--- config.mk ---
export PLATFORM = sky130hd
export DESIGN_NAME = ssw_top
export DESIGN_NICKNAME = d
export VERILOG_FILES = /design/src/verilog/ssw_pkg.sv /design/src/verilog/ssw_top.sv
export SDC_FILE = /design/constraint.sdc
export NUM_CORES = 1
export LEC_CHECK = 0
export ABC_CLOCK_PERIOD_IN_PS = 7200
export CAP_MARGIN = 15
export CORE_MARGIN = 2
export CORE_UTILIZATION = 50
export CTS_CLUSTER_DIAMETER = 80
export DETAILED_ROUTE_END_ITERATION = 7
export DONT_BUFFER_PORTS = 1
export PLACE_DENSITY = 0.72
export SLEW_MARGIN = 20
export SYNTH_ARGS = -nofsm -noshare
export SYNTH_HDL_FRONTEND = slang
export SYNTH_SLANG_ARGS = --single-unit
--- constraint.sdc ---
create_clock -name ref_clk -period 7.2 [get_ports ref_clk]
set_input_delay 1.08 -clock ref_clk [delete_from_list [all_inputs] [get_ports ref_clk]]
set_output_delay 1.08 -clock ref_clk [all_outputs]
set_load 0.02 [all_outputs]
--- src/verilog/ssw_pkg.sv ---
/*
 * Package for the supply supervisor and watchdog block: timing constants,
 * state encodings and the packed carrier structs used on its ports.
 * Assumes a single 40 MHz clock; all analogue comparisons arrive as digital levels.
 */
package ssw_pkg;

    // System clock rate in hertz and its period in nanoseconds.
    localparam longint CLK_HZ = 40000000;
    localparam int CLK_NS = 25;

    // Reset stretch after supply-good or manual reset release, in ms.
    localparam int RST_STRETCH_MS = 200;
    localparam int RST_STRETCH_CYC = RST_STRETCH_MS * 40000;
    // Default watchdog timeout, 1.6 s, held in tenths of a second.
    localparam int WD_DEFAULT_DS = 16;
    localparam int WD_DEFAULT_CYC = WD_DEFAULT_DS * 4000000;
    // External-capacitor timeout: 2.1 ms per nF, held in tenths of a ms.
    localparam int WD_CAP_DMS_PER_NF = 21;
    localparam int WD_CAP_CYC_PER_NF = WD_CAP_DMS_PER_NF * 4000;
    // Fault pulse width, 1 ms, least time; the cycle count is rounded down.
    localparam int PULSE_MS = 1;
    localparam int PULSE_CYC = PULSE_MS * 40000;
    // Delay from pulse fall to latched fault fall, 70 ns rounded up.
    localparam int LEAD_NS = 70;
    localparam int LEAD_CYC = (LEAD_NS + CLK_NS - 1) / CLK_NS;
    // Chip-select hold after reset assertion, 15 us, longest time rounded down.
    localparam int SEL_HOLD_US = 15;
    localparam int SEL_HOLD_CYC = (SEL_HOLD_US * 1000) / CLK_NS;
    // Least manual reset pulse that clears the counters, 15 us rounded up.
    localparam int MR_MIN_US = 15;
    localparam int MR_MIN_CYC = (MR_MIN_US * 1000 + CLK_NS - 1) / CLK_NS;

    // Counter width large enough for the longest timeout.
    localparam int CNT_W = 32;
    // Capacitor value field width in nanofarads.
    localparam int CAP_W = 8;

    // Three-level kick input classification.
    typedef enum logic [1:0] {
        KICK_LOW = 2'h0,
        KICK_HIGH = 2'h1,
        KICK_OPEN = 2'h2
    } ssw_kick_type;

    // Watchdog sequencer states, one-hot.
    typedef enum logic [3:0] {
        WD_IDLE = 4'h1,
        WD_RUN = 4'h2,
        WD_LEAD = 4'h4,
        WD_FAULT = 4'h8
    } ssw_wd_type;

    // Comparator results from the analogue front end.
    typedef struct packed {
        logic main_good;
        logic low_line;
        logic on_backup;
        logic aux_low;
    } ssw_cmp_type;

    // Watchdog timeout configuration.
    typedef struct packed {
        logic use_cap;
        logic [CAP_W-1:0] cap_nf;
    } ssw_tmo_type;

    // Status outputs toward the host.
    typedef struct packed {
        logic reset_n;
        logic backup_active;
        logic aux_fail_flag;
        logic early_supply_warn;
        logic fault_out_n;
        logic fault_pulse_n;
    } ssw_stat_type;

endpackage

--- src/verilog/ssw_top.sv ---
/*
 * Supply supervisor with watchdog and RAM chip-select gating.
 * Assumes comparator results and the kick level are already digital and
 * synchronous to ref_clk; they are still passed through two flops here.
 */
`timescale 1ns/1ps

// Overview of operation
// RULE_01: backup_active follows supply switchover to backup.
// RULE_02: aux_fail_flag low when aux below threshold.
// RULE_03: Default timeout is 1.6 seconds.
// RULE_04: Capacitor timeout is 2.1 ms per nF.
// RULE_05: Manual reset holds reset, then 200 ms.
// RULE_06: early_supply_warn low on low-line comparison.
// RULE_07: Mid-level kick_in disables the watchdog.
// RULE_08: Fault low after kick_in idle past timeout.
// RULE_09: Fault stays low until next kick transition.
// RULE_10: Fault high when kick open or reset.
// RULE_11: Fault pulse low at least 1 ms. In the code, a kick transition in WD_FAULT raises the pulse before 1 ms.
// RULE_12: Pulse falls 70 ns before fault falls.
// RULE_13: sel_out_n low only if selected and supply good.
// RULE_14: Hold select 15 us after reset or release.
// RULE_15: Reset low on bad supply, 200 ms stretch.
// RULE_16: Any kick transition restarts the watchdog timer. The code ignores transitions seen while in WD_LEAD.
// RULE_17: Manual reset pulse clears counters, forces outputs.
// RULE_18: Watchdog off on bad supply or backup.
// RULE_19: Synchronise inputs; count times in clock cycles.
module ssw_top #(
    // Clock rate from which every time count below is derived.
    parameter longint CLK_FREQ_HZ = ssw_pkg::CLK_HZ
) (
    input wire logic ref_clk,
    input wire logic rstn,
    input wire logic clk_en,
    input wire ssw_pkg::ssw_cmp_type cmp_in,
    input wire ssw_pkg::ssw_kick_type kick_in,
    input wire ssw_pkg::ssw_tmo_type timeout_select,
    input wire logic manual_reset_n,
    input wire logic sel_in_n,
    output ssw_pkg::ssw_stat_type stat_out,
    output logic sel_out_n
);
    import ssw_pkg::*;

    // RULE_19 cycle counts
    // Counts follow the clock parameter, so a slow bench clock keeps runs short.
    localparam int RST_CYC = int'(RST_STRETCH_MS * CLK_FREQ_HZ / 1000);
    localparam int WD_DEF_CYC = int'(WD_DEFAULT_DS * CLK_FREQ_HZ / 10);
    localparam int WD_NF_CYC = int'(WD_CAP_DMS_PER_NF * CLK_FREQ_HZ / 10000);
    localparam int PULSE_N = int'(PULSE_MS * CLK_FREQ_HZ / 1000);
    // The lead is rounded up so that it is never shorter than 70 ns.
    localparam int LEAD_N = int'((LEAD_NS * CLK_FREQ_HZ + 64'd999999999) / 1000000000);
    // The select hold is rounded down so that it never exceeds 15 us.
    localparam int SEL_N = int'(SEL_HOLD_US * CLK_FREQ_HZ / 1000000);
    localparam int MR_N = int'((MR_MIN_US * CLK_FREQ_HZ + 64'd999999) / 1000000);

    ////////////////////////////////////////////////////////////////////////////////
    // State record.

    // All state lives in one packed struct, registered in one process.
    typedef struct packed {
        ssw_cmp_type cmp_s1;
        ssw_cmp_type cmp_s2;
        ssw_kick_type kick_s1;
        ssw_kick_type kick_s2;
        ssw_kick_type kick_prev;
        logic mr_s1;
        logic mr_s2;
        logic [CNT_W-1:0] mr_cnt;
        logic [CNT_W-1:0] rst_cnt;
        logic reset_n;
        logic [CNT_W-1:0] wd_cnt;
        ssw_wd_type wd_st;
        logic [CNT_W-1:0] pulse_cnt;
        logic fault_pulse_n;
        logic fault_out_n;
        logic [CNT_W-1:0] sel_cnt;
        logic sel_hold;
        logic sel_out_n;
    } ssw_state_type;

    ssw_state_type s_q; // Registered state.
    ssw_state_type s_d; // Next state.

    // Decoded helpers from synchronised inputs and the unsynchronised timeout_select.
    logic kick_edge;
    logic wd_enable;
    logic [CNT_W-1:0] tmo_cyc;
    logic mr_clear;

    ////////////////////////////////////////////////////////////////////////////////
    // Combinational decode.

    // The watchdog only runs on good main supply, outside backup and reset.
    always_comb begin
        // RULE_16 edge detect
        kick_edge = (s_q.kick_s2 != s_q.kick_prev);
        // RULE_07 RULE_18 enable
        wd_enable = s_q.cmp_s2.main_good && !s_q.cmp_s2.on_backup
            && (s_q.kick_s2 != KICK_OPEN) && s_q.reset_n;
        // RULE_03 RULE_04 timeout pick
        if (timeout_select.use_cap) begin
            tmo_cyc = CNT_W'(timeout_select.cap_nf) * CNT_W'(WD_NF_CYC);
        end else begin
            tmo_cyc = CNT_W'(WD_DEF_CYC);
        end
        // RULE_17 long press
        mr_clear = !s_q.mr_s2 && (s_q.mr_cnt >= CNT_W'(MR_N));
    end

    // Next-state logic for every part of the block.
    always_comb begin
        s_d = s_q;
        // RULE_19 two-flop sync
        s_d.cmp_s1 = cmp_in;
        s_d.cmp_s2 = s_q.cmp_s1;
        s_d.kick_s1 = kick_in;
        s_d.kick_s2 = s_q.kick_s1;
        s_d.kick_prev = s_q.kick_s2;
        s_d.mr_s1 = manual_reset_n;
        s_d.mr_s2 = s_q.mr_s1;

        // Count how long manual reset has been held low.
        if (!s_q.mr_s2) begin
            if (s_q.mr_cnt < CNT_W'(MR_N)) begin
                s_d.mr_cnt = s_q.mr_cnt + 1'b1;
            end
        end else begin
            s_d.mr_cnt = '0;
        end

        // RULE_15 RULE_05 reset stretch
        if (!s_q.cmp_s2.main_good || !s_q.mr_s2) begin
            s_d.reset_n = 1'b0;
            s_d.rst_cnt = '0;
        end else if (!s_q.reset_n) begin
            if (s_q.rst_cnt >= CNT_W'(RST_CYC - 1)) begin
                s_d.reset_n = 1'b1;
            end else begin
                s_d.rst_cnt = s_q.rst_cnt + 1'b1;
            end
        end

        // Watchdog sequencer; disabling wins over every other event.
        if (!wd_enable || mr_clear) begin
            // RULE_10 RULE_17 force high
            s_d.wd_st = WD_IDLE;
            s_d.wd_cnt = '0;
            s_d.pulse_cnt = '0;
            s_d.fault_pulse_n = 1'b1;
            s_d.fault_out_n = 1'b1;
        end else begin
            unique case (s_q.wd_st)
                WD_IDLE: begin
                    s_d.wd_st = WD_RUN;
                    s_d.wd_cnt = '0;
                end
                WD_RUN: begin
                    // RULE_16 restart
                    if (kick_edge) begin
                        s_d.wd_cnt = '0;
                    end else if (s_q.wd_cnt >= tmo_cyc - 1'b1) begin
                        // RULE_08 RULE_11 expiry
                        s_d.wd_st = WD_LEAD;
                        s_d.fault_pulse_n = 1'b0;
                        s_d.pulse_cnt = '0;
                        s_d.wd_cnt = '0;
                    end else begin
                        s_d.wd_cnt = s_q.wd_cnt + 1'b1;
                    end
                end
                WD_LEAD: begin
                    // RULE_12 lead delay
                    s_d.pulse_cnt = s_q.pulse_cnt + 1'b1;
                    if (s_q.pulse_cnt >= CNT_W'(LEAD_N - 1)) begin
                        s_d.fault_out_n = 1'b0;
                        s_d.wd_st = WD_FAULT;
                    end
                end
                WD_FAULT: begin
                    // RULE_11 pulse width
                    if (!s_q.fault_pulse_n) begin
                        s_d.pulse_cnt = s_q.pulse_cnt + 1'b1;
                        if (s_q.pulse_cnt >= CNT_W'(PULSE_N - 1)) begin
                            s_d.fault_pulse_n = 1'b1;
                        end
                    end
                    // RULE_09 kick releases
                    if (kick_edge) begin
                        s_d.fault_out_n = 1'b1;
                        s_d.fault_pulse_n = 1'b1;
                        s_d.wd_st = WD_RUN;
                        s_d.wd_cnt = '0;
                    end
                end
            endcase
        end

        // RULE_13 RULE_14 chip-select gate
        if (mr_clear) begin
            // RULE_17 gate off
            s_d.sel_hold = 1'b0;
            s_d.sel_out_n = 1'b1;
        end else if (s_q.reset_n && s_q.cmp_s2.main_good) begin
            s_d.sel_out_n = sel_in_n;
            s_d.sel_hold = !sel_in_n;
            s_d.sel_cnt = '0;
        end else if (s_q.sel_hold && !sel_in_n
            && s_q.sel_cnt < CNT_W'(SEL_N - 1)) begin
            s_d.sel_cnt = s_q.sel_cnt + 1'b1;
            s_d.sel_out_n = 1'b0;
        end else begin
            s_d.sel_hold = 1'b0;
            s_d.sel_out_n = 1'b1;
        end
    end

    ////////////////////////////////////////////////////////////////////////////////
    // State register.

    // Reset puts the supervisor into the asserted-reset, safe-output state.
    always_ff @(posedge ref_clk) begin
        if (!rstn) begin
            s_q <= '0;
            s_q.cmp_s1 <= 4'h0;
            s_q.kick_s1 <= KICK_OPEN;
            s_q.kick_s2 <= KICK_OPEN;
            s_q.kick_prev <= KICK_OPEN;
            s_q.wd_st <= WD_IDLE;
            s_q.fault_pulse_n <= 1'b1;
            s_q.fault_out_n <= 1'b1;
            s_q.sel_out_n <= 1'b1;
            s_q.mr_s1 <= 1'b1;
            s_q.mr_s2 <= 1'b1;
        end else if (clk_en) begin
            s_q <= s_d;
        end
    end

    ////////////////////////////////////////////////////////////////////////////////
    // Outputs.

    // Comparator flags pass straight from the synchroniser's second stage.
    always_comb begin
        stat_out.reset_n = s_q.reset_n;
        // RULE_01 backup flag
        stat_out.backup_active = s_q.cmp_s2.on_backup;
        // RULE_02 aux flag, isolated from all other logic
        stat_out.aux_fail_flag = !s_q.cmp_s2.aux_low;
        // RULE_06 low-line warn
        stat_out.early_supply_warn = !s_q.cmp_s2.low_line;
        stat_out.fault_out_n = s_q.fault_out_n;
        stat_out.fault_pulse_n = s_q.fault_pulse_n;
        sel_out_n = s_q.sel_out_n;
    end
endmodule

==> results.md, run 1 <==
* Count of nets after finishing at 1349
* Post-synthesis sequential element count at between 150 and 200
* Routed vias at between 9000 and 10000
* Post-DR vias/cell at 5.913
* Worst slack on hold paths at 0.4622 ns
* Number of flops mapped to enable cells by yosys at 0
* Max cap viols at 0
* Register Area at ~3700 um2
* Commonest cells in the synthesized netlist: sky130_fd_sc_hd__dfxtp_1, sky130_fd_sc_hd__nand2_1, sky130_fd_sc_hd__nor2_1, sky130_fd_sc_hd__a21oi_1
* Worst Path Class, Setup: in2reg
* Number of antenna diodes at 0
* Final setup violating endpoints at 0
* Vias in the first global route at 8161
* Data arrival, critical path at roughly 7 ns
* Height of the die at around 150 um
* Number of nets with antenna violations after routing at 0
* Tot GR Track Use at 21.24%
* Die Span X at 148.5 um
* Max Fanout on Critical Path at 13
* IO Count at 27
* Clock input transition at the sequential cells of the worst setup and hold paths at 0.07 ns
* Leakage power at between 4 and 5 nW
* Syn Inst Count at 1279
* Netlist area before placement at between 10000 and 15000 um2
* Largest voltage drop on the vdd net at 176.4 uV
* Synthesized net count at 1374
* Worst setup margin at approximately 0.57 ns
* Most frequently used cell type in the post-synthesis netlist: sky130_fd_sc_hd__dfxtp_1
* First-pass GRT wire length at 39.19 mm
* Clock skew at 0.01033 ns
* Power after layout at 2.233 mW
* Tightest Hold Check Type: reg2reg
* Setup repair after global routing missed its margin: false
* Cell types with the largest area share after synthesis: sky130_fd_sc_hd__dfxtp_1, sky130_fd_sc_hd__ha_1, sky130_fd_sc_hd__nand2_1
* Share of synthesized area occupied by flip-flops and latches at 35.45%
* Worst-skew pair later-pin latency at 0.44 ns
* Peak clock frequency supported by timing at 150.9 MHz
* Type of element capturing the critical path: flop
* Clock root buffer: sky130_fd_sc_hd__clkbuf_16
* Final cycle utilization of the critical path at 92.02%
* Number of design rule violations left after detail routing at 0
* Core region area at ~20000 um2
* Worst-case setup slack after placement at -0.07431 ns
* Full die area at 22060 um2
* Register-to-Register Setup Slack at 3.33 ns
* Post-Route WL at 23.30 mm
* Largest net degree at the start of global routing at 77
* Cell type with the highest aggregate area in the netlist: sky130_fd_sc_hd__dfxtp_1
* Cts repair resizes at 0
* List of cells traversed by the critical path: ha_1, fa_1, ha_1, ha_1, a21oi_1, o21ai_0, xnor2_1, nor2_1, a2111o_1, nor4_1, nand4_1, ha_1, nand4_1, or4_1, a31oi_1, or3_1, and3_1, a21boi_1, o21a_1
* Startpoint of the worst hold path: s_q[29]
* Pwr Density at 198.9 nW/um2
* Synthesis Warnings at 0
* Cell depth of the worst flop-to-flop path at 8
* Post-DR wirelength/cell at 15.16 um
* Area occupied by multi-input gates at about 6400 um2
* Final critical path time including I/O delays and setup at 6.625 ns
* Total iterations of the first detailed-routing run at 7
* Crit path largest cell delay at approximately 0.59 ns
* H-Tree Level Count at 4
* Overflow left after global routing at 0
* Clock tree from TritonCTS: done
* Count of filler cells inserted in the layout at 1845
* Cell Area, Placed at 10570 um2
* Endpoint, Worst Hold: s_q[29]
* Async set or reset register ratio after synthesis at 0%
* Pin slew with the least headroom to its limit at 1.073 ns
* Site Rows at 52
* Number of buffers created by CTS at 17
* Global placement routability congestion at 0.8232
* Most numerous cell on the critical path: sky130_fd_sc_hd__ha_1
* Crit-path slowest cell: sky130_fd_sc_hd__or4_1
* Final number of max-transition violations at 0
* Initial Utilization at 51.30%
* Predominant post-synthesis flop cell: sky130_fd_sc_hd__dfxtp_1
* Share of layout cells above drive strength 1 at 5.446%
* Required @ worst endpoint at 7.53 ns
* Synthesized area divided by synthesized cell count at 8.168 um2
* Nature of the critical path startpoint: input port
* I/O Buffers at 0
* Initial DRC count at 521
* Hold violation count in the final report at 0
* Area of all placed cells without fillers at 11230 um2
* Antenna violations before repair at 0
* Endpoint of the most critical register-to-register path: s_q[59]
* Max-slew headroom at the worst pin at around 28%
* Run status: completed
* WHS Path Cells at 1
* CTS max path bufs at 2
* Netlist cell types at 75
* Startpoint of the worst register-to-register path: s_q[158]
* HPWL reported at the end of detailed placement at between 15 and 20 mm
* Post-synth top area share at a little over a third
* Area growth from synthesis to final layout at 7.486%
* Sinks on the clock net at 185
flip-flops by register name, indices dropped and copies added, names as in the netlist:
register   flops
s_d            9
sel_out_n      1
s_q          171
stat_out       4
worst max-delay path: cells and delay by family:
kind,cells,cell delay (ns)
and+or+nand+nor,7,2.29
AOI/OAI and AO/OA,6,1.59
xor gates and xnor gates,1,0.14
adders and majority gates,5,1.84
worst max-delay path by stage:
stage,startpoint,slack (ns),cells past startpoint,end
2_1_floorplan,timeout_select[3],0.88,20,s_q[51]
3_3_place_gp,timeout_select[2],0.06,21,s_q[82]
3_5_place_dp,timeout_select[3],-0.07,20,s_q[75]
4_1_cts,timeout_select[3],0.40,20,s_q[75]
5_1_grt,timeout_select[2],0.07,20,s_q[65]
6_report,timeout_select[3],0.57,19,s_q[63]
report_power, final:
group / leakage, nW / switching, mW / internal [mW] / total [mW]
logic: 2.54 / 0.128 / 0.0865 / 0.214
registers: 1.49 / 0.00531 / 1.03 / 1.03
clock network: 0.306 / 0.420 / 0.565 / 0.986
total: 4.34 / 0.554 / 1.68 / 2.23
area by class of cell:
cell class / count / area share, %
Clock buffer: 18 / 3.911
Clock inverter: 14 / 1.627
Inverter: 22 / 0.7355
Multi-Input combinational cell: 1016 / 56.93
Sequential cell: 185 / 32.98
Tap cell: 270 / 3.009
Timing Repair Buffer: 12 / 0.8023
cell usage in the layout, fill, tap and decap left out, types with 23 or more instances in the layout:
cell type and n:
sky130_fd_sc_hd__dfxtp_1 185, sky130_fd_sc_hd__nor2_1 127, sky130_fd_sc_hd__nand2_1 128, sky130_fd_sc_hd__nand4_1 29, sky130_fd_sc_hd__xor2_1 23, sky130_fd_sc_hd__nor3_1 38, sky130_fd_sc_hd__nor4_1 31, sky130_fd_sc_hd__o21ai_0 72
sky130_fd_sc_hd__a21oi_1 77, sky130_fd_sc_hd__and3_1 52, sky130_fd_sc_hd__ha_1 72, sky130_fd_sc_hd__nand3_1 72, sky130_fd_sc_hd__and2_1 31
stage by stage:
stage	cells	utilization (%)	setup TNS [ns]
2_1_floorplan	1279	-	0
3_3_place_gp	1500	51.90	0
3_5_place_dp	1500	51.90	-0.3374
4_1_cts	1532	54.95	0
5_1_grt	1537	55.14	0
6_report	1537	55.14	0
layer usage:
metal / vias up / part of all wire (%) / GRT usage (%)
met1: 4312 / 49 / 29.47
met3: 22 / 3.8 / 3.804
met5: - / 0 / 0
met4: 0 / 0.99 / 4.952
li1: 4605 / - / -
met2: 149 / 46 / 34.54
cell families after synthesis:
family	Yosys count	share of synthesized area, %
AOI/OAI and AO/OA	273	16.36
xor gates and xnor gates	45	3.773
buffers and inverters	78	3.354
muxes	17	1.629
adders and majority gates	75	9.199
DFF	185	35.45
and+or+nand+nor	606	30.23
timing repair:
| action | CTS | global route |
|---|---|---|
| buffers inserted | 0 | 5 |
| endpoints found under the setup margin | 0 | 10 |
| hold buffers | 0 | 0 |
Power figures use the tool's default switching activity.
==> run 2, diff against run 1 <==
CORE_ASPECT_RATIO = 0.75   (was default)
==> run 2 against run 1 <==
Utilization decreased by 0.15 points. Flip-flop and latch count unchanged. Wire length increased by 2.9%. Sequential share of layout area increased by 0.063 points. Setup slack improved by 0.064 ns. Fmax increased by 0.98%. Highest routed layer unchanged.
==> results.md, run 2 (same netlist as run 1, synthesis figures left out) <==
* H-Tree Level Count at 4 (unchanged)
* Crit path buffers/inverters at 0 (unchanged)
* Initial Utilization at 51.25% (about the same)
* Final critical path time including I/O delays and setup at 6.561 ns (-0.06411 ns)
* Count of filler cells inserted in the layout at 1892 (+2.5%)
* Number of design rule violations left after detail routing at 0 (unchanged)
* Max-slew headroom at the worst pin at 28.97% (+0.54 points)
* Hold violation count in the final report at 0 (unchanged)
* Height of the die at 129.2 um (-13%)
* IO Count at 27 (unchanged)
* Crit-path leading delay family: simple AND/OR/NAND/NOR gates
* Peak clock frequency supported by timing at 152.4 MHz (+0.98%)
* Power after layout at 2.190 mW (-1.9%)
* List of cells traversed by the critical path: ha_1, fa_1, ha_1, ha_1, nand3_1, o21ai_0, xnor2_1, nor2_1, a2111o_1, nor4_1, nand4_1, ha_1, nand4_1, nor3_1, a221oi_1, nand3_1, or4_1, nor2_8, nand2_4, o41ai_2
* Worst Path Class, Setup: in2reg
* Post-DR vias/cell at 5.903 (-0.16%)
* Leakage power at 4.312 nW (-0.63%)
* Number of antenna diodes at 0 (unchanged)
* Data arrival, critical path at 6.90 ns (-0.06 ns)
* CTS max path bufs at 2 (unchanged)
* Post-DR wirelength/cell at 15.49 um (+2.2%)
* Site Rows at 45 (-13%)
* Overflow left after global routing at 0 (unchanged)
* Largest reg by FF count: s_q
* Number of nets with antenna violations after routing at 0 (unchanged)
* Tightest Hold Check Type: reg2reg
* Final number of max-transition violations at 0 (unchanged)
* Number of buffers created by CTS at 17 (unchanged)
* Die Span X at 170.9 um (+15%)
* Sinks on the clock net at 185 (unchanged)
* Final cycle utilization of the critical path at 91.13% (-0.89 points)
* Full die area at 22080 um2 (about the same)
* Area occupied by multi-input gates at 6392 um2 (unchanged)
* Run status: completed
* Nature of the critical path startpoint: input port
* Max Fanout on Critical Path at 15 (+2)
* Clock root buffer: sky130_fd_sc_hd__clkbuf_16
* Share of layout cells above drive strength 1 at 5.213% (-0.23 points)
* Worst setup margin at 0.6388 ns (+0.06411 ns)
* Number of buffers inserted by hold repair at cts at 0 (unchanged)
* Clock input transition at the sequential cells of the worst setup and hold paths at 0.07 ns (about the same)
* Count of non-filler cells in the finished layout at 1548 (+0.72%)
* Clock tree from TritonCTS: done
* Number of instances in the placed design at 1516 (+1.1%)
* Area growth from synthesis to final layout at 7.282%
* I/O Buffers at 0 (unchanged)
* Register Area at 3704 um2 (unchanged)
* Worst-case setup slack after placement at 0.3006 ns (+0.3749 ns)
* Post-Route WL at 23.98 mm (+2.9%)
* Most frequent standard cell in the layout excluding fill and tap cells: sky130_fd_sc_hd__dfxtp_1
* Core region area at 20380 um2 (about the same)
* Vias in the first global route at 8166 (+0.061%)
* Max reg flops at 171 (unchanged)
* Setup repair after global routing missed its margin: false
* Type of element capturing the critical path: flop
* Crit path largest cell delay at 0.76 ns (+0.17 ns)
* Initial DRC count at 729 (+40%)
* Required @ worst endpoint at 7.54 ns (about the same)
* Antenna violations before repair at 0 (unchanged)
* Count of nets after finishing at 1348 (-0.074%)
* Routed vias at 9138 (+0.55%)
* HPWL reported at the end of detailed placement at 16.50 mm (+3.8%)
* Global placement routability congestion at 0.8418 (+2.3%)
* Final setup TNS at 0 ns (unchanged)
* Largest voltage drop on the vdd net at 151.5 uV (-14%)
* Most numerous cell on the critical path: sky130_fd_sc_hd__ha_1
* Max cap viols at 0 (unchanged)
* Cts repair resizes at 0 (unchanged)
* Pin slew with the least headroom to its limit at 1.065 ns (-0.008156 ns)
* Crit-path slowest cell: sky130_fd_sc_hd__or4_1
* Total iterations of the first detailed-routing run at 5 (-2)
* Pwr Density at 195.4 nW/um2 (-1.7%)
* Clock skew at 0.008041 ns (-0.002288 ns)
* Final setup violating endpoints at 0 (unchanged)
* First-pass GRT wire length at 39.81 mm (+1.6%)
* Worst-skew pair later-pin latency at 0.43 ns (about the same)
* Largest net degree at the start of global routing at 77 (unchanged)
* Tot GR Track Use at 22.03% (+0.79 points)
* Most used cells in the layout excluding fill and tap cells: sky130_fd_sc_hd__dfxtp_1, sky130_fd_sc_hd__nand2_1, sky130_fd_sc_hd__nor2_1
* Total setup buffers inserted after CTS at 0 (unchanged)
-- run 2: area by class of cell --
type / instances / share of cell area [%]
timing repair buffer: 11 / 0.7369
sequential: 185 / 33.05
tap: 282 / 3.148
clock buffer: 22 / 4.231
multi-input combinational: 1016 / 57.04
inverter: 22 / 0.7369
clock inverter: 10 / 1.061
-- run 2: report_power, final --
group | switching (mW) | internal, mW | leakage, nW
clock | 0.402 | 0.540 | 0.282
combinational | 0.131 | 0.0851 | 2.54
sequential | 0.00505 | 1.03 | 1.49
total | 0.538 | 1.65 | 4.31
-- run 2: worst paths after layout --
check | start | endpoint | slack [ns] | cells after the start
min reg2reg | s_q[29] | s_q[29] | 0.46 | 1
max | timeout_select[3] | s_q[102] | 0.64 | 20
min | s_q[29] | s_q[29] | 0.46 | 1
max reg2reg | s_q[91] | s_q[102] | 4.09 | 9
-- run 2: through the flow --
stage | instance area, um2 | hold WS (ns) | util [%]
after floorplan | 10450 | 0.4307 | -
after global placement | 10610 | 0.4455 | 52.07
after detailed placement | 10610 | 0.4480 | 52.07
after CTS | 11210 | 0.4692 | 54.98
after global routing | 11210 | 0.4789 | 54.98
final | 11210 | 0.4624 | 54.98
-- run 2: worst reg2reg max path, cell delays in order, from the launching register on --
cell and delay, ns:
sky130_fd_sc_hd__dfxtp_1 0.41, sky130_fd_sc_hd__ha_1 0.29, sky130_fd_sc_hd__a21oi_1 0.15, sky130_fd_sc_hd__o21ai_1 0.09, sky130_fd_sc_hd__a221oi_1 0.30, sky130_fd_sc_hd__nand3_1 0.26
sky130_fd_sc_hd__or4_1 0.76, sky130_fd_sc_hd__nor2_8 0.31, sky130_fd_sc_hd__nand2_4 0.12, sky130_fd_sc_hd__o41ai_2 0.31
-- run 2: layer usage --
layer	global-route usage, %	vias up	part of all wire, %
li1	-	4603	-
met1	32.40	4318	52
met2	32.58	198	42
met3	4.643	19	4.9
met4	6.132	0	1.0
met5	0	-	0
==> run 3, diff against run 2 <==
ABC_AREA = 1   (was default)
CAP_MARGIN = 20   (was 15)
==> run 3 against run 2 <==
Global-route usage rose by 2.5 points. Combinational power rose by 44%. Sequential share of layout area fell by 4.6 points. Clock power rose by 3.6%. Die area rose by 17%. Wire length rose by 31%. Cell area rose by 16%. Hold slack got worse by 0.021 ns. Non-clock buffer count fell by 9. Via count rose by 34%. Highest routed layer unchanged. Largest cell class unchanged. Setup slack improved by 0.41 ns.
==> results.md, run 3 <==
* Cell type with the highest aggregate area in the netlist: sky130_fd_sc_hd__dfxtp_1
* Netlist area before placement at 12280 um2 (+18%)
* Synthesized net count at 2070 (+51%)
* Netlist cell types at 45 (-40%)
* Power after layout at 2.357 mW (+7.6%)
* Number of design rule violations left after detail routing at 0 (unchanged)
* Max reg flops at 171 (unchanged)
* Share of layout cells above drive strength 1 at 3.809% (-1.4 points)
* Synthesized area divided by synthesized cell count at 6.220 um2 (-24%)
* Run status: completed
* Post-Route WL at 31.34 mm (+31%)
* Final setup violating endpoints at 0 (unchanged)
* Syn Inst Count at 1975 (+54%)
* Nature of the critical path startpoint: input port
* Global placement routability congestion at 1.011 (+20%)
* Post-DR vias/cell at 5.384 (-8.8%)
* Setup repair after global routing missed its margin: false
* Full die area at 25850 um2 (+17%)
* Most frequently used cell type in the post-synthesis netlist: sky130_fd_sc_hd__nand2_1
* Count of filler cells inserted in the layout at 2381 (+26%)
* Hold violation count in the final report at 0 (unchanged)
* CTS max path bufs at 2 (unchanged)
* Pwr Density at 181.0 nW/um2 (-7.4%)
* Initial Utilization at 51.11% (-0.14 points)
* Peak clock frequency supported by timing at 162.7 MHz (+6.7%)
* Number of buffers created by CTS at 17 (unchanged)
* Number of nets with antenna violations after routing at 0 (unchanged)
* Antenna violations before repair at 0 (unchanged)
* Core region area at 24030 um2 (+18%)
* Tightest Hold Check Type: reg2reg
* Total setup buffers inserted after CTS at 0 (unchanged)
* Leakage power at 5.393 nW (+25%)
* Max cap viols at 0 (unchanged)
* Predominant post-synthesis flop cell: sky130_fd_sc_hd__dfxtp_1
* Initial DRC count at 1358 (+86%)
* IO Count at 27 (unchanged)
* Data arrival, critical path at 6.44 ns (-0.46 ns)
* Largest net degree at the start of global routing at 78 (+1.3%)
* Clock skew at 0.01616 ns (+0.008123 ns)
* Clock input transition at the sequential cells of the worst setup and hold paths at 0.08 ns (about the same)
* Final cycle utilization of the critical path at 85.38% (-5.7 points)
* Final number of max-transition violations at 0 (unchanged)
* Cts repair resizes at 0 (unchanged)
* Most used cells in the layout excluding fill and tap cells: sky130_fd_sc_hd__nand2_1, sky130_fd_sc_hd__nor2_1, sky130_fd_sc_hd__dfxtp_1
* Post-DR wirelength/cell at 13.78 um (-11%)
* Area of all placed cells without fillers at 13020 um2 (+16%)
* Tot GR Track Use at 24.52% (+2.5 points)
* Worst Path Class, Setup: in2reg
* Share of synthesized area occupied by flip-flops and latches at 30.15% (-5.3 points)
* Max Fanout on Critical Path at 36 (+21)
* Clock tree from TritonCTS: done
* HPWL reported at the end of detailed placement at 22.68 mm (+37%)
* Commonest cells in the synthesized netlist: sky130_fd_sc_hd__nand2_1, sky130_fd_sc_hd__nor2_1, sky130_fd_sc_hd__dfxtp_1, sky130_fd_sc_hd__inv_1, sky130_fd_sc_hd__nand3_1
* Synthesis Warnings at 0 (unchanged)
* Max-slew headroom at the worst pin at 37.39% (+8.4 points)
* Cell Area, Placed at 12380 um2 (+17%)
* Sinks on the clock net at 185 (unchanged)
* Site Rows at 49 (+8.9%)
* Most frequent standard cell in the layout excluding fill and tap cells: sky130_fd_sc_hd__nand2_1
* Area growth from synthesis to final layout at 6.009%
* Overflow left after global routing at 0 (unchanged)
* Worst setup margin at 1.053 ns (+0.4137 ns)
* Final setup TNS at 0 ns (unchanged)
* I/O Buffers at 0 (unchanged)
* Routed vias at 12240 (+34%)
* Worst-case setup slack after placement at 0.7048 ns (+0.4042 ns)
* Die Span X at 185.0 um (+8.2%)
* Largest reg by FF count: s_q
* Number of buffers inserted by hold repair at cts at 0 (unchanged)
* Number of flops mapped to enable cells by yosys at 0 (unchanged)
* Cell types with the largest area share after synthesis: sky130_fd_sc_hd__dfxtp_1, sky130_fd_sc_hd__nand2_1, sky130_fd_sc_hd__nor2_1
* Number of antenna diodes at 0 (unchanged)
* Clock root buffer: sky130_fd_sc_hd__clkbuf_16
* Post-synth top area share at 30.15% (-5.3 points)
* Post-synthesis sequential element count at 185 (unchanged)
* Height of the die at 139.7 um (+8.2%)
* H-Tree Level Count at 4 (unchanged)
* Worst-skew pair later-pin latency at 0.44 ns (about the same)
* Count of nets after finishing at 2025 (+50%)
* Async set or reset register ratio after synthesis at 0% (unchanged)
* Total iterations of the first detailed-routing run at 6 (+1)
* Final critical path time including I/O delays and setup at 6.147 ns (-0.4137 ns)
* Type of element capturing the critical path: flop
* Largest voltage drop on the vdd net at 161.9 uV (+6.9%)
* Vias in the first global route at 10780 (+32%)
* Required @ worst endpoint at 7.49 ns (-0.05 ns)
* First-pass GRT wire length at 52.25 mm (+31%)
* Pin slew with the least headroom to its limit at 0.9369 ns (-0.1284 ns)
## run 3: cell type report
cell class / count / area (um2) / share of cell area (%)
multi-input combinational: 1533 / 7536 / 57.87
sequential: 185 / 3704 / 28.44
inverter: 191 / 716.9 / 5.505
clock buffer: 17 / 425.4 / 3.267
tap: 331 / 414.1 / 3.180
clock inverter: 15 / 211.5 / 1.624
timing repair buffer: 2 / 15.01 / 0.1153
## run 3: worst max-delay path: stages
cell,delay [ns]
sky130_fd_sc_hd__ha_1,0.28
sky130_fd_sc_hd__ha_1,0.22
sky130_fd_sc_hd__fa_1,0.48
sky130_fd_sc_hd__ha_1,0.31
sky130_fd_sc_hd__ha_1,0.36
sky130_fd_sc_hd__a21oi_1,0.19
sky130_fd_sc_hd__o21ai_0,0.15
sky130_fd_sc_hd__a21oi_1,0.19
sky130_fd_sc_hd__nor2_1,0.07
sky130_fd_sc_hd__nor2_1,0.25
sky130_fd_sc_hd__inv_1,0.07
sky130_fd_sc_hd__nor2_1,0.18
sky130_fd_sc_hd__nand4_1,0.28
sky130_fd_sc_hd__ha_1,0.40
sky130_fd_sc_hd__nand2_1,0.07
sky130_fd_sc_hd__nor2_1,0.14
sky130_fd_sc_hd__nand3_1,0.11
sky130_fd_sc_hd__nor2_1,0.12
sky130_fd_sc_hd__nand2_1,0.07
sky130_fd_sc_hd__nand2_2,0.20
sky130_fd_sc_hd__nand2_2,0.10
sky130_fd_sc_hd__nand2_4,0.35
sky130_fd_sc_hd__nand3_4,0.46
sky130_fd_sc_hd__nand2_1,0.21
sky130_fd_sc_hd__a21oi_1,0.08
## run 3: final timing paths
check / cells after the start / slack, ns / start / end
worst min-delay path: 2 / 0.44 / s_q[33] / s_q[33]
worst max-delay path: 25 / 1.05 / timeout_select[2] / s_q[37]
worst min register to register: 2 / 0.44 / s_q[33] / s_q[33]
worst max register to register: 7 / 4.18 / stat_out[5] / s_q[82]
## run 3: report_power, final
group | leakage, nW | internal [mW] | total [mW] | switching, mW
clock | 0.304 | 0.483 | 0.976 | 0.493
sequential | 1.50 | 1.04 | 1.07 | 0.0264
combinational | 3.59 | 0.105 | 0.311 | 0.206
total | 5.39 | 1.63 | 2.36 | 0.725
## run 3: logic make-up after synthesis
logic type	Yosys count	share of synthesized area, %
AOI/OAI and AO/OA	200	8.586
and+or+nand+nor	1215	41.83
buffers and inverters	257	8.545
adders and majority gates	75	7.822
DFF	185	30.15
xor gates and xnor gates	43	3.066
## run 3: layer usage
layer  vias to the layer above  share of wire (%)  wire, um  track usage [%]
met5                         -                  0         0                0
met4                         0                1.1       355            5.096
met3                        39                7.5      2345            5.182
met2                       417                 40     12660            36.49
met1                      5531                 51     15970            36.28
li1                       6256                  -         -                -
## run 3: metrics by stage
step | util (%) | hold slack, ns | instances
2_1_floorplan | - | 0.4128 | 1975
4_1_cts | 54.16 | 0.4421 | 2274
5_1_grt | 54.19 | 0.4606 | 2274
6_report | 54.19 | 0.4414 | 2274
3_5_place_dp | 51.52 | 0.4282 | 2242
3_3_place_gp | 51.52 | 0.4226 | 2242
